## src/sio_irq_params.svh

```systemverilog
// register offsets, field positions, reset values and timing counts
// included by the design modules, not by the package
`ifndef SIO_IRQ_PARAMS_SVH
`define SIO_IRQ_PARAMS_SVH
`define ADR_RX_BUF 3'h0
`define ADR_INT_ENABLE 3'h1
`define ADR_FIFO_CTRL 3'h2
`define ADR_LINE_STAT 3'h5
`define ADR_MODEM_STAT 3'h6
`define ADR_SCRATCH 3'h7
`define IEN_RESET 4'h0
`define FCTL_TRIG_RESET 2'h0
`define FCTL_EN_RESET 1'h0
`define FCTL_TL_HI 7
`define FCTL_TL_LO 6
`define FCTL_TX_RST 2
`define FCTL_RX_RST 1
`define FCTL_FIFO_EN 0
`define HOLD_EMPTY_IDLE 1'h1
`define ID_NONE 4'h1
`define ID_RX_LINE 4'h6
`define ID_RX_AVAIL 4'h4
`define ID_CHAR_TMO 4'hC
`define ID_TX_EMPTY 4'h2
`define ID_MODEM 4'h0
`define TMO_CHAR_TIMES 4
`define TRIG_1 5'h01
`define TRIG_4 5'h04
`define TRIG_8 5'h08
`define TRIG_14 5'h0E
`endif

```

## src/sio_irq_pkg.sv

```systemverilog
// types shared by the interrupt and fifo control logic
package sio_irq_pkg;
  typedef enum logic [2:0] {
    SRC_NONE = 3'b000,
    SRC_RX_LINE = 3'b001,
    SRC_RX_AVAIL = 3'b010,
    SRC_CHAR_TMO = 3'b011,
    SRC_TX_EMPTY = 3'b100,
    SRC_MODEM = 3'b101
  } irq_src_t;
endpackage

```

## src/char_timeout.sv

```systemverilog
// character timeout detector
// assumes char_tick pulses once per character time on REF_CLK
`timescale 1ns/1ps
`include "sio_irq_params.svh"
module char_timeout #(
  parameter int CHAR_TIMES = `TMO_CHAR_TIMES
) (
  input wire logic clk,
  input wire logic rst_n,
  input wire logic char_tick,
  input wire logic fifo_nonempty,
  input wire logic fifo_activity,
  input wire logic clear,
  output logic timeout
);
  logic [3:0] cnt_ff;
  always_ff @(posedge clk or negedge rst_n) begin
    if (!rst_n) begin
      cnt_ff <= 4'h0;
    end else if (fifo_activity || !fifo_nonempty || clear) begin
      cnt_ff <= 4'h0;
    end else if (char_tick && cnt_ff < 4'(CHAR_TIMES)) begin
      cnt_ff <= cnt_ff + 4'h1;
    end
  end
  assign timeout = fifo_nonempty && (cnt_ff >= 4'(CHAR_TIMES));
endmodule

```

## src/sio_irq_ctrl.sv

```systemverilog
// interrupt identification, enable, scratch and fifo control registers
// assumes host strobes are synchronous to REF_CLK, one cycle each;
// status inputs come from receiver/transmitter logic on the same clock
`timescale 1ns/1ps
`include "sio_irq_params.svh"
module sio_irq_ctrl
  import sio_irq_pkg::*;
#(
  parameter int CHAR_TIMES = `TMO_CHAR_TIMES
) (
  // clock and reset
  input wire logic REF_CLK,
  input wire logic RSTN,
  // host register port
  input wire logic [2:0] ADDR,
  input wire logic DIVISOR_LATCH_ACCESS,
  input wire logic RD,
  input wire logic WR,
  input wire logic [7:0] WDATA,
  output logic [7:0] RDATA,
  // modem control interrupt-output bit
  input wire logic IRQ_OUT_EN,
  // event sources
  input wire logic LINE_ERR,
  input wire logic MODEM_DELTA,
  input wire logic TX_HOLD_EMPTY,
  input wire logic THR_WRITE,
  input wire logic [4:0] RX_FIFO_LEVEL,
  input wire logic RX_FIFO_ACTIVITY,
  input wire logic CHAR_TICK,
  // outputs
  output logic IRQ,
  output logic [1:0] RX_TRIGGER_LEVEL,
  output logic FIFO_ENABLE_BIT,
  output logic TX_FIFO_RESET,
  output logic RX_FIFO_RESET
);
  logic [3:0] ien_ff;
  logic [7:0] scratch_ff;
  logic [1:0] trig_sel_ff;
  logic fifo_en_ff;
  logic tx_rst_ff;
  logic rx_rst_ff;
  logic tx_empty_ff;
  logic thre_prev_ff;
  logic line_ff;
  logic modem_ff;
  irq_src_t frozen_ff;
  irq_src_t nxt_src;
  logic [7:0] rdata_ff;
  logic [7:0] nxt_rdata;
  logic irq_ff;
  logic rd_ident;
  logic rd_rx;
  logic rd_lsr;
  logic rd_msr;
  logic wr_scratch;
  logic wr_fifo_ctrl;
  logic wr_ien;
  logic dl_reg;
  logic timeout;
  logic rx_nonempty;
  logic rx_avail;
  logic en_line_ctrl_irq;
  logic en_rx_line_irq;
  logic en_tx_empty_irq;
  logic en_rx_avail_irq;
  logic irq_pending_n;
  logic [3:0] irq_source_code;
  logic [7:0] irq_ident_reg;

  function automatic logic [4:0] trig_bytes(input logic [1:0] sel);
    case (sel)
      2'b00: trig_bytes = `TRIG_1;
      2'b01: trig_bytes = `TRIG_4;
      2'b10: trig_bytes = `TRIG_8;
      default: trig_bytes = `TRIG_14;
    endcase
  endfunction

  function automatic logic [3:0] src_code(input irq_src_t s);
    case (s)
      SRC_RX_LINE: src_code = `ID_RX_LINE;
      SRC_RX_AVAIL: src_code = `ID_RX_AVAIL;
      SRC_CHAR_TMO: src_code = `ID_CHAR_TMO;
      SRC_TX_EMPTY: src_code = `ID_TX_EMPTY;
      SRC_MODEM: src_code = `ID_MODEM;
      default: src_code = `ID_NONE;
    endcase
  endfunction

  // address 0 and 1 belong to the divisor latch when the access bit is set
  assign dl_reg = DIVISOR_LATCH_ACCESS;
  assign rd_ident = RD && ADDR == `ADR_FIFO_CTRL;
  assign rd_rx = RD && ADDR == `ADR_RX_BUF && !dl_reg;
  assign rd_lsr = RD && ADDR == `ADR_LINE_STAT;
  assign rd_msr = RD && ADDR == `ADR_MODEM_STAT;
  assign wr_fifo_ctrl = WR && ADDR == `ADR_FIFO_CTRL;
  assign wr_scratch = WR && ADDR == `ADR_SCRATCH;
  assign rx_nonempty = (RX_FIFO_LEVEL != 5'h00);
  assign wr_ien = WR && ADDR == `ADR_INT_ENABLE && !dl_reg;

  // enables only count while the interrupt-output bit is on
  assign en_rx_avail_irq = ien_ff[0] && IRQ_OUT_EN;
  assign en_tx_empty_irq = ien_ff[1] && IRQ_OUT_EN;
  assign en_rx_line_irq = ien_ff[2] && IRQ_OUT_EN;
  assign en_line_ctrl_irq = ien_ff[3] && IRQ_OUT_EN;

  always_ff @(posedge REF_CLK or negedge RSTN) begin
    if (!RSTN) begin
      ien_ff <= `IEN_RESET;
    end else if (wr_ien) begin
      ien_ff <= WDATA[3:0];
    end
  end

  // no reset on purpose: contents are undefined after master reset
  always_ff @(posedge REF_CLK) begin
    if (wr_scratch) begin
      scratch_ff <= WDATA;
    end
  end

  // only the live fields are stored; reserved and unused bits are dropped
  always_ff @(posedge REF_CLK or negedge RSTN) begin
    if (!RSTN) begin
      trig_sel_ff <= `FCTL_TRIG_RESET;
    end else if (wr_fifo_ctrl) begin
      trig_sel_ff <= WDATA[`FCTL_TL_HI:`FCTL_TL_LO];
    end
  end

  always_ff @(posedge REF_CLK or negedge RSTN) begin
    if (!RSTN) begin
      fifo_en_ff <= `FCTL_EN_RESET;
    end else if (wr_fifo_ctrl) begin
      fifo_en_ff <= WDATA[`FCTL_FIFO_EN];
    end
  end
  assign RX_TRIGGER_LEVEL = trig_sel_ff;
  assign FIFO_ENABLE_BIT = fifo_en_ff;

  // reset bits act only with fifo enable in the same write; one-cycle pulse
  always_ff @(posedge REF_CLK or negedge RSTN) begin
    if (!RSTN) begin
      tx_rst_ff <= 1'b0;
    end else begin
      tx_rst_ff <= wr_fifo_ctrl && WDATA[`FCTL_TX_RST]
        && WDATA[`FCTL_FIFO_EN];
    end
  end

  always_ff @(posedge REF_CLK or negedge RSTN) begin
    if (!RSTN) begin
      rx_rst_ff <= 1'b0;
    end else begin
      rx_rst_ff <= wr_fifo_ctrl && WDATA[`FCTL_RX_RST]
        && WDATA[`FCTL_FIFO_EN];
    end
  end
  assign TX_FIFO_RESET = tx_rst_ff;
  assign RX_FIFO_RESET = rx_rst_ff;

  char_timeout #(.CHAR_TIMES(CHAR_TIMES)) u_tmo (
    .clk(REF_CLK),
    .rst_n(RSTN),
    .char_tick(CHAR_TICK),
    .fifo_nonempty(rx_nonempty),
    .fifo_activity(RX_FIFO_ACTIVITY),
    .clear(rd_rx),
    .timeout(timeout)
  );

  // data available is a level: falls with the fifo below trigger, or with fifos off when it empties
  always_comb begin
    if (fifo_en_ff) begin
      rx_avail = (RX_FIFO_LEVEL >= trig_bytes(trig_sel_ff));
    end else begin
      rx_avail = rx_nonempty;
    end
  end

  // sticky events; a new event in the clearing cycle wins
  always_ff @(posedge REF_CLK or negedge RSTN) begin
    if (!RSTN) begin
      line_ff <= 1'b0;
    end else if (LINE_ERR) begin
      line_ff <= 1'b1;
    end else if (rd_lsr) begin
      line_ff <= 1'b0;
    end
  end

  always_ff @(posedge REF_CLK or negedge RSTN) begin
    if (!RSTN) begin
      modem_ff <= 1'b0;
    end else if (MODEM_DELTA) begin
      modem_ff <= 1'b1;
    end else if (rd_msr) begin
      modem_ff <= 1'b0;
    end
  end

  // resets to the idle (empty) level so reset release is no false edge
  always_ff @(posedge REF_CLK or negedge RSTN) begin
    if (!RSTN) begin
      thre_prev_ff <= `HOLD_EMPTY_IDLE;
    end else begin
      thre_prev_ff <= TX_HOLD_EMPTY;
    end
  end

  // tx empty flag sets on the rising edge of holding-empty
  always_ff @(posedge REF_CLK or negedge RSTN) begin
    if (!RSTN) begin
      tx_empty_ff <= 1'b0;
    end else if (TX_HOLD_EMPTY && !thre_prev_ff) begin
      tx_empty_ff <= 1'b1;
    end else if (THR_WRITE) begin
      tx_empty_ff <= 1'b0;
    end else if (rd_ident && frozen_ff == SRC_TX_EMPTY) begin
      tx_empty_ff <= 1'b0;
    end
  end

  always_comb begin
    if (line_ff && en_rx_line_irq) begin
      nxt_src = SRC_RX_LINE;
    end else if (timeout && en_rx_avail_irq) begin
      nxt_src = SRC_CHAR_TMO;
    end else if (rx_avail && en_rx_avail_irq) begin
      nxt_src = SRC_RX_AVAIL;
    end else if (tx_empty_ff && en_tx_empty_irq) begin
      nxt_src = SRC_TX_EMPTY;
    end else if (modem_ff && en_line_ctrl_irq) begin
      nxt_src = SRC_MODEM;
    end else begin
      nxt_src = SRC_NONE;
    end
  end

  // held while the ident register is addressed for reading
  always_ff @(posedge REF_CLK or negedge RSTN) begin
    if (!RSTN) begin
      frozen_ff <= SRC_NONE;
    end else if (!rd_ident) begin
      frozen_ff <= nxt_src;
    end
  end

  assign irq_source_code = src_code(frozen_ff);
  assign irq_pending_n = (frozen_ff == SRC_NONE);
  assign irq_ident_reg = {{2{fifo_en_ff}}, 2'b00,
    irq_source_code[3:1], irq_pending_n};

  always_ff @(posedge REF_CLK or negedge RSTN) begin
    if (!RSTN) begin
      irq_ff <= 1'b0;
    end else begin
      irq_ff <= (nxt_src != SRC_NONE);
    end
  end
  assign IRQ = irq_ff;

  // read data holds until the next read strobe
  always_comb begin
    nxt_rdata = rdata_ff;
    if (RD) begin
      case (ADDR)
        `ADR_INT_ENABLE: begin
          nxt_rdata = dl_reg ? 8'h00 : {4'h0, ien_ff};
        end
        `ADR_FIFO_CTRL: begin
          nxt_rdata = irq_ident_reg;
        end
        `ADR_SCRATCH: begin
          nxt_rdata = scratch_ff;
        end
        default: begin
          nxt_rdata = 8'h00;
        end
      endcase
    end
  end

  always_ff @(posedge REF_CLK or negedge RSTN) begin
    if (!RSTN) begin
      rdata_ff <= 8'h00;
    end else begin
      rdata_ff <= nxt_rdata;
    end
  end
  assign RDATA = rdata_ff;
endmodule

```

## config.mk

```make
export PLATFORM = sky130hd
export DESIGN_NAME = sio_irq_ctrl
export DESIGN_NICKNAME = d
export VERILOG_FILES = /design/src/sio_irq_pkg.sv /design/src/char_timeout.sv /design/src/sio_irq_ctrl.sv
export VERILOG_INCLUDE_DIRS = /design/src
export SDC_FILE = /design/constraint.sdc
export NUM_CORES = 1
export LEC_CHECK = 0
export BUFFER_PORTS_ARGS = -buffer_cell sky130_fd_sc_hd__buf_2
export CORE_MARGIN = 2
export CORE_UTILIZATION = 52
export DETAILED_ROUTE_END_ITERATION = 8
export PLACE_DENSITY = 0.78
export SYNTH_ARGS = -nofsm -noshare
export SYNTH_HDL_FRONTEND = slang
export SYNTH_SLANG_ARGS = --single-unit
export TNS_END_PERCENT = 20
```

## constraint.sdc

```tcl
create_clock -name REF_CLK -period 1.8 [get_ports REF_CLK]
set_input_delay 0.36 -clock REF_CLK [delete_from_list [all_inputs] [get_ports REF_CLK]]
set_output_delay 0.36 -clock REF_CLK [all_outputs]
set_load 0.01 [all_outputs]
```

==> results of run 1 <==
[per-layer routing]
metal	wire length [µm]	share of wire
met4	85	0.022
met5	0	0
met1	1620	0.43
met3	197	0.052
met2	1880	0.50
[cells in the final DEF, fill, tap and decap left out, drive strengths merged]
cell type / n
or3: 2
nand3: 6
ha: 5
a32oi: 2
a22o: 1
o21ai: 8
dfstp: 1
and2: 2
nor2: 12
nor3: 1
mux2i: 1
a22oi: 3
a211o: 1
nor2b: 2
and3: 4
nand3b: 3
buf: 43
or2: 1
and3b: 1
or4: 1
o22ai: 8
a32o: 4
o22a: 1
xnor2: 2
a31oi: 3
a21o: 2
inv: 15
nand2: 16
dfrtp: 28
clkbuf: 8
a21oi: 4
xor2: 1
edfxtp: 8
nor4b: 1
nand4: 1
mux2: 4
[report_power, final]
group / internal, mW / switching, mW / leakage [nW]
sequential: 0.934 / 0.0656 / 0.442
clock: 0.156 / 0.257 / 0.0265
combinational: 0.151 / 0.187 / 0.471
total: 1.24 / 0.510 / 0.940
[registers in the layout (all words and copies together), names as in the netlist, 2 cells and up]
name              flops
u_tmo.cnt_ff          4
RX_TRIGGER_LEVEL      2
frozen_ff             3
scratch_ff            8
ien_ff                4
RDATA                 8
[layout make-up]
class | count | area [µm²] | share of cell area
clock buffer | 8 | 48.8 | 0.0241
sequential | 37 | 967 | 0.477
multi-input combinational | 103 | 678 | 0.335
timing repair buffer | 43 | 220 | 0.109
tap | 44 | 55.1 | 0.0272
inverter | 15 | 56.3 | 0.0278
[logic make-up (layout without fill, tap and decap cells)]
logic type                 after synthesis  in the layout  synth area share
muxes                                    5              5            0.0320
AOI/OAI and AO/OA                       37             37             0.147
buffers and inverters                   20             66            0.0450
adders and majority gates                5              5            0.0363
DFF                                     37             37             0.561
xor gates and xnor gates                 3              3            0.0153
and+or+nand+nor                         53             53             0.163
[worst reg2reg max path: cells and delay by family (launching register included)]
kind	cells	cell delay [ns]
and+or+nand+nor	2	0.56
DFF	1	0.40
AOI/OAI and AO/OA	2	0.34
adders and majority gates	1	0.18
buffers and inverters	1	0.08
[path summary, 6_finish.rpt]
check	from	slack, ns	to	cells past startpoint
setup / recovery	RX_TRIGGER_LEVEL[1]$_DFFE_PN0P_	0.16	frozen_ff[0]$_DFFE_PN0N_	6
hold / removal	RSTN	0.04	RDATA[0]$_DFFE_PN0P_	1
setup reg to reg	RX_TRIGGER_LEVEL[1]$_DFFE_PN0P_	0.16	frozen_ff[0]$_DFFE_PN0N_	6
hold reg to reg	line_ff$_DFFE_PN0P_	0.52	line_ff$_DFFE_PN0P_	1
max in group asynchronous	RSTN	1.33	RX_TRIGGER_LEVEL[0]$_DFFE_PN0P_	1
min in group REF_CLK	TX_HOLD_EMPTY	0.13	thre_prev_ff$_DFF_PN1_	1
[synthesized netlist by cell type, types with 4 or more instances]
cell      instances  share of area
dfrtp_1          28           0.41
nand2_1          16          0.035
inv_1            14          0.031
nor2_1           11          0.024
edfxtp_1          8           0.14
o22ai_1           8          0.029
o21ai_0           7          0.020
nand3_1           6          0.017
ha_1              5          0.036
a32o_1            4          0.023
and3_1            4          0.015
mux2_2            4          0.026
[stage by stage]
step                instance area, µm²  worst slack [ns]  utilization  hold slack, ns  power [mW]
global placement                  1980             0.183        0.637           0.410        1.33
floorplan                         1720             0.267            -          0.0644        1.21
CTS                               2030             0.146        0.653          0.0506        1.77
detailed placement                1980             0.125        0.637           0.431        1.35
finish                            2030             0.163        0.653          0.0364        1.75
global route                      2030            0.0535        0.653          0.0768        1.84
==> impl_metrics.csv, run 1 <==
group,metric,value,unit
run_status,status,"complete, no violations",
sta,fin_crit,1.64,ns
setup_path,crit_slowest_cell,"dfrtp_1",
synthesis,synth_nets,193,
global_route,grt.met3_usage,0.0525,
sta,finalHoldViolCount,0,
final_layout,drive_gt1_frac,0.286,
final_layout,n_antenna_cell,0,
sta,relSlewSlack,0.561,
clock_network,htreeDepth,2,
place,place_congestion,0.878,
synthesis,yosysSeqAreaShare,0.561,
sta,tightestPinTransition,0.658,ns
clock_network,clock_sinks,37,
synthesis,synth.lib_cells_used.distinct,41,
synthesis,syn_area,1720,µm²
floorplanning,start_util,0.555,
clock_network,numCtsBuffers,5,
global_route,overflow,0,
final_layout,nNetsFinal,238,
sta,max_freq,611,MHz
floorplanning,die_h,61.6,µm
sta,setup_violations,0,
global_route,grt_pass1_vias,1345,
sta,rsz0062_at_grt,"no",
clock_network,cts_resized,0,
routing,viasPerCell,5.54,
setup_path,criticalPathCategory,"reg -> reg",
synthesis,synthFlopType,"dfrtp_1",
synthesis,synth_enable_flop_cells,8,
synthesis,syn_avg_cell_area,10.8,µm²
place,dp_hpwl,2900,µm
routing,drc,0,
setup_path,cp_top_family,"simple AND/OR/NAND/NOR gates",
sta,slew_viol_final,0,
place,dp.cells,242,
final_layout,area_growth,17.6,%
synthesis,yosys_register_bits,37,
routing,dr.pass1.iters,4,
routing,ant_nets,0,
floorplanning,row_count,20,
global_route,grt_use_total,0.224,
pwr,powerDensity,864,nW/µm²
routing,vias,1384,
sta,clock_skew,0.0110,ns
floorplanning,die_w,61.6,µm
run,drv_cap,0,
place,port_buffers,41,
clock_network,root_buffer,"clkbuf_4",
global_route,met1_usage,0.271,
synthesis,async_reset_ff_frac,0.784,
setup_path,end_kind,"flip-flop",
setup_path,cp.required,2.06,ns
sta,tns,0,ns
clock_network,clk_latency,0.34,ns
synthesis,synthCells,160,
routing,first_iter_violations,65,
routing,post_drt_wl_per_cell,15.1,µm
setup_path,worstPathMaxFanout,4,
global_route,grt_pass1_wl,5950,µm
clock_network,post_cts_buffers,0,
pwr,cellLeakagePower,0.940,nW
floorplanning,boundaryPins,42,
clock_network,clock_path_buffers,2,
pwr,ir_drop,0.000649,V
setup_path,arrival,1.89,ns
floorplanning,die-area,3790,µm²
setup_path,cp_cell_sequence,"inv_1 > ha_1 > or3_1 > or2_0 > o22a_1 > a31oi_1",
setup_path,critPathBufInv,1,
global_route,grt-busiest-layer,"met2",
synthesis,synth_warnings,0,
final_layout,final_cells,250,
clock_network,holdBufCountCts,0,
floorplanning,core_area,3100,µm²
global_route,antenna_found_initial,0,
global_route,grt_max_degree,30,
setup_path,worstSetupStartpointType,"flip-flop",
hold_path,hp-class,"in -> async",
sta,fin_crit_sh,0.909,
routing,totalWireLength,3780,µm
clock_network,tritoncts,"done",
global_route,grt_use_met2,0.382,
clock_network,cts.reportedPaths.clkPinSlew,0.11,ns
final_layout,fillers,273,
setup_path,max_stage_delay,0.40,ns
(Power assumes the default switching activity.)
==> run 2, diff against run 1 <==
CORE_UTILIZATION = 53   (was 52)
PLACE_DENSITY = 0.79   (was 0.78)
SYNTH_HIERARCHICAL = 1   (was not set)
==> impl_metrics.csv, run 2 <==
group,metric,value,unit
run_status,status,"complete, no violations",
setup_path,cp.required,2.08,ns
synthesis,syn_area,1800,µm²
run,drv_cap,0,
setup_path,cp_cell_sequence,"nor2_1 > ha_1 > nand2b_1 > a211oi_1 > o211ai_1 > a21o_1 > a31oi_1",
floorplanning,die_w,62.3,µm
synthesis,yosys.area.top_type,"dfrtp_1",
global_route,grt_pass1_wl,6500,µm
setup_path,max_stage_delay,0.43,ns
synthesis,syn_avg_cell_area,11.2,µm²
place,place_ws,0.110,ns
pwr,ir_drop,0.000630,V
synthesis,yosys-top-cells-count,"dfrtp_1, nand2_1, inv_1",
pwr,cellLeakagePower,0.990,nW
sta,slew_viol_final,0,
floorplanning,row_count,21,
synthesis,yosys_register_bits,37,
synthesis,synth.most_common_cell,"dfrtp_1",
setup_path,cp_top_family,"compound AO/OA/AOI/OAI gates",
final_layout,layout_commonest_cell,"buf_2",
synthesis,synth.lib_cells_used.distinct,47,
place,place_congestion,0.942,
final_layout,mostFrequentLayoutCells,"buf_2, dfrtp_1, nand2_1",
clock_network,tritoncts,"done",
floorplanning,start_util,0.544,
sta,rsz0062_at_grt,"no",
global_route,grt_max_degree,30,
global_route,overflow,0,
synthesis,async_reset_ff_frac,0.784,
synthesis,synthCells,161,
sta,clock_skew,0.0170,ns
synthesis,yosysSeqAreaShare,0.537,
setup_path,criticalPathCategory,"reg -> reg",
routing,ant_nets,0,
synthesis,yosys.area.top_type_share,0.389,
setup_path,arrival,1.99,ns
pwr,finalPower,1.78,mW
setup_path,end_kind,"flip-flop",
setup_path,worstPathMaxFanout,4,
clock_network,numCtsBuffers,5,
final_layout,nNetsFinal,240,
sta,setup_violations,0,
routing,dr.pass1.iters,5,
routing,drc,0,
final_layout,fillers,285,
global_route,antenna_found_initial,0,
clock_network,cts.reportedPaths.clkPinSlew,0.13,ns
setup_path,critPathBufInv,0,
final_layout,final_cells,254,
floorplanning,boundaryPins,42,
final_layout,area_growth,17.5,%
clock_network,clock_sinks,37,
synthesis,synth_nets,194,
sta,max_freq,586,MHz
floorplanning,die_h,62.3,µm
sta,tightestPinTransition,0.647,ns
global_route,grt_pass1_vias,1400,
routing,post_drt_wl_per_cell,15.2,µm
synthesis,synthTopCellsByArea,"dfrtp_1, edfxtp_1, ha_1, mux2_4, nand2_1",
place,dp.cells,246,
hold_path,hp-class,"in -> async",
routing,viasPerCell,5.57,
sta,tns,0,ns
sta,relSlewSlack,0.569,
place,dp_hpwl,2980,µm
sta,finalHoldViolCount,0,
floorplanning,core_area,3310,µm²
clock_network,clk_latency,0.36,ns
floorplanning,die-area,3880,µm²
setup_path,timing.rr.start,"RX_TRIGGER_LEVEL[1]$_DFFE_PN0P_",
final_layout,n_antenna_cell,0,
sta,fin_crit,1.71,ns
routing,first_iter_violations,66,
setup_path,crit_slowest_cell,"dfrtp_1",
routing,vias,1416,
synthesis,synthFlopType,"dfrtp_1",
routing,totalWireLength,3860,µm
place,port_buffers,41,
clock_network,holdBufCountCts,0,
clock_network,htreeDepth,2,
synthesis,synth_enable_flop_cells,8,
global_route,grt_use_total,0.219,
sta,fin_crit_sh,0.948,
clock_network,root_buffer,"clkbuf_4",
final_layout,drive_gt1_frac,0.313,
setup_path,crit_path_start,"RX_TRIGGER_LEVEL[1]$_DFFE_PN0P_",
pwr,powerDensity,841,nW/µm²
sta,layout_setup_ws,0.0935,ns
clock_network,clock_path_buffers,2,
synthesis,synth_warnings,6,
setup_path,worstSetupStartpointType,"flip-flop",
[run 2: cell count changes in the layout (fill, tap and decap cells not counted), sizes merged, moves of 3 or more]
cell	delta
a32o	-3
and2	+3
clkbuf	-3
clkinvlp	+3
nor2	-3
nor3b	+3
[run 2: final cells by class]
class                           instances  area, µm²  area share
Clock inverter                          3       22.5      0.0106
Sequential cell                        37        967       0.457
Multi-Input combinational cell        105        747       0.353
Tap cell                               46       57.6      0.0272
Clock buffer                            5       37.5      0.0177
Inverter                               13       48.8      0.0231
Timing Repair Buffer                   45        235       0.111
[run 2: cell families (layout without fill, tap and decap cells)]
group | after synthesis | count (layout) | synth area share
AO/OA/AOI/OAI | 35 | 35 | 0.129
XOR/XNOR | 2 | 2 | 0.00973
adder cells (fa/ha/maj) | 5 | 5 | 0.0347
buffers and inverters | 19 | 66 | 0.0479
flip-flops | 37 | 37 | 0.537
multiplexers | 6 | 6 | 0.0459
AND/OR/NAND/NOR | 57 | 57 | 0.195
[run 2: path summary, 6_finish.rpt]
kind / end / slack (ns) / depth (start not counted)
setup / recovery: frozen_ff[0]$_DFFE_PN0N_ / 0.09 / 7
hold / removal: ien_ff[0]$_DFFE_PN0P_ / 0.01 / 1
setup reg to reg: frozen_ff[0]$_DFFE_PN0N_ / 0.09 / 7
hold reg to reg: RDATA[4]$_DFFE_PN0P_ / 0.50 / 2
max in group asynchronous: modem_ff$_DFFE_PN0P_ / 1.36 / 1
min in group REF_CLK: thre_prev_ff$_DFF_PN1_ / 0.09 / 1
[run 2: where the power goes]
part	internal (mW)	total [mW]	switching, mW
Combinational	0.160	0.333	0.173
Clock	0.151	0.444	0.294
Sequential	0.932	1.00	0.0692
Total	1.24	1.78	0.536
[run 2: stage by stage]
stage / util / hold slack (ns) / instance area (µm²)
2_1_floorplan: - / 0.0644 / 1800
3_3_place_gp: 0.621 / 0.414 / 2060
3_5_place_dp: 0.621 / 0.424 / 2060
4_1_cts: 0.639 / 0.0232 / 2120
5_1_grt: 0.639 / 0.0393 / 2120
6_report: 0.639 / 0.0147 / 2120
[run 2: repair_timing]
| item | CTS | global route |
|---|---|---|
| resized for setup | 0 | 0 |
| endpoints found under the setup margin | 0 | 1 |
| setup buffers | 0 | 0 |
| endpoints found under the hold margin | 0 | 0 |
[run 2: per-layer routing]
layer / GRT usage / routed length, µm
met1: 0.295 / 1740
met2: 0.342 / 1900
met3: 0.0652 / 173
met4: 0.0750 / 48
met5: 0 / 0
==> run 3, diff against run 2 <==
REMOVE_ABC_BUFFERS = 1   (was not set)
==> impl_metrics.csv, run 3 (synthesis results as in run 2) <==
group,metric,value,unit
sta,tightestPinTransition,0.641,ns
clock_network,tritoncts,"done",
clock_network,cts.reportedPaths.clkPinSlew,0.11,ns
sta,fin_hold_ws,0.0221,ns
routing,first_iter_violations,72,
setup_path,cp.required,2.08,ns
pwr,clockPowerShare,0.278,
run_status,status,"complete, no violations",
clock_network,cts_resized,0,
sta,rsz0062_at_grt,"no",
place,port_buffers,41,
run,drv_cap,0,
clock_network,holdBufCountCts,0,
routing,viasPerCell,5.44,
pwr,pwr-share-seq,0.537,
final_layout,n_antenna_cell,0,
clock_network,clock_path_buffers,2,
pwr,p_sw,526,µW
routing,ant_nets,0,
sta,tns,0,ns
routing,vias,1382,
global_route,grt_pass1_vias,1351,
final_layout,layout_commonest_cell,"buf_2",
sta,relSlewSlack,0.573,
final_layout,mostFrequentLayoutCells,"buf_2, dfrtp_1, nand2_1",
final_layout,drive_gt1_frac,0.313,
setup_path,crit_slowest_cell,"dfrtp_1",
routing,totalWireLength,3690,µm
sta,fin_crit,1.66,ns
setup_path,critPathBufInv,0,
place,place_congestion,0.771,
pwr,comb_power_share,0.185,
sta,slew_viol_final,0,
setup_path,arrival,1.94,ns
routing,post_drt_wl_per_cell,14.5,µm
setup_path,end_kind,"flip-flop",
pwr,ir_drop,0.000570,V
pwr,powerDensity,874,nW/µm²
sta,finalHoldViolCount,0,
place,dp_hpwl,2860,µm
sta,setup_violations,0,
floorplanning,die_h,62.3,µm
routing,drc,0,
final_layout,fillers,284,
routing,dr.pass1.iters,4,
pwr,swShare,0.283,
setup_path,cp_top_family,"compound AO/OA/AOI/OAI gates",
clock_network,clock_sinks,37,
clock_network,root_buffer,"clkbuf_4",
clock_network,numCtsBuffers,5,
pwr,finalPower,1.86,mW
pwr,cellLeakagePower,1.01,nW
floorplanning,die_w,62.3,µm
global_route,grt_use_total,0.213,
sta,max_freq,603,MHz
global_route,antenna_found_initial,0,
floorplanning,core_area,3310,µm²
setup_path,criticalPathCategory,"reg -> reg",
setup_path,max_stage_delay,0.40,ns
floorplanning,boundaryPins,42,
hold_path,hp-class,"in -> async",
floorplanning,die-area,3880,µm²
global_route,grt_pass1_wl,6310,µm
final_layout,nNetsFinal,240,
final_layout,area_growth,18.3,%
setup_path,cp_cell_sequence,"nor2_1 > ha_1 > nand2b_1 > a211oi_1 > o211ai_1 > a21o_1 > a31oi_1",
clock_network,clk_latency,0.35,ns
global_route,overflow,0,
sta,clock_skew,0.00403,ns
setup_path,worstPathMaxFanout,2,
floorplanning,row_count,21,
floorplanning,start_util,0.544,
sta,fin_crit_sh,0.921,
pwr,p_int,1.33,mW
setup_path,worstSetupStartpointType,"flip-flop",
global_route,grt_max_degree,30,
clock_network,htreeDepth,2,
run 3: cell types whose count changed in the layout (fill, tap and decap cells not counted):
cell | before | now
inv_6 | 0 | 1
clkinvlp_4 | 3 | 0
clkbuf_8 | 0 | 2
run 3: per-stage QoR:
| stage | instances | setup WS [ns] | instance area, µm² | util |
|---|---|---|---|---|
| 2_1_floorplan | 155 | 0.195 | 1760 | - |
| 3_3_place_gp | 244 | 0.171 | 2040 | 0.616 |
| 3_5_place_dp | 244 | 0.115 | 2040 | 0.616 |
| 4_1_cts | 252 | 0.103 | 2110 | 0.639 |
| 5_1_grt | 254 | 0.0226 | 2130 | 0.643 |
| 6_report | 254 | 0.142 | 2130 | 0.643 |
run 3: repair_timing:
action,4_1_cts,5_1_grt
endpoints found under the hold margin,0,0
setup endpoints to repair,0,2
buffers inserted,0,2
run 3: worst paths after layout:
check	endpoint	start	cells past startpoint	slack, ns
max	frozen_ff[0]$_DFFE_PN0N_	RX_TRIGGER_LEVEL[1]$_DFFE_PN0P_	7	0.14
min	RDATA[0]$_DFFE_PN0P_	RSTN	1	0.02
max reg2reg	frozen_ff[0]$_DFFE_PN0N_	RX_TRIGGER_LEVEL[1]$_DFFE_PN0P_	7	0.14
min reg2reg	RDATA[4]$_DFFE_PN0P_	scratch_ff[4]$_DFFE_PP_	2	0.49
max in group asynchronous	frozen_ff[2]$_DFFE_PN0N_	RSTN	1	1.37
min in group REF_CLK	thre_prev_ff$_DFF_PN1_	TX_HOLD_EMPTY	1	0.11
run 3: power by group through the flow:
stage | Sequential, mW | Clock (mW) | Combinational, mW
2_1_floorplan | 1.01 | 0 | 0.182
3_3_place_gp | 1.01 | 0 | 0.308
3_5_place_dp | 1.02 | 0 | 0.330
4_1_cts | 1.00 | 0.534 | 0.331
5_1_grt | 1.01 | 0.578 | 0.387
6_report | 0.999 | 0.517 | 0.345
run 3: area by class of cell:
| class | count | area (µm²) | share of cell area |
|---|---|---|---|
| Multi-Input combinational cell | 105 | 747 | 0.351 |
| Tap cell | 46 | 57.6 | 0.0270 |
| Timing Repair Buffer | 45 | 235 | 0.110 |
| Sequential cell | 37 | 967 | 0.454 |
| Inverter | 13 | 48.8 | 0.0229 |
| Clock inverter | 1 | 8.76 | 0.00411 |
| Clock buffer | 7 | 65.1 | 0.0306 |
run 3: per-layer routing:
layer / GRT usage / wire length [µm]
met5: 0 / 0
met4: 0.0917 / 70
met1: 0.269 / 1630
met3: 0.0670 / 233
met2: 0.342 / 1760
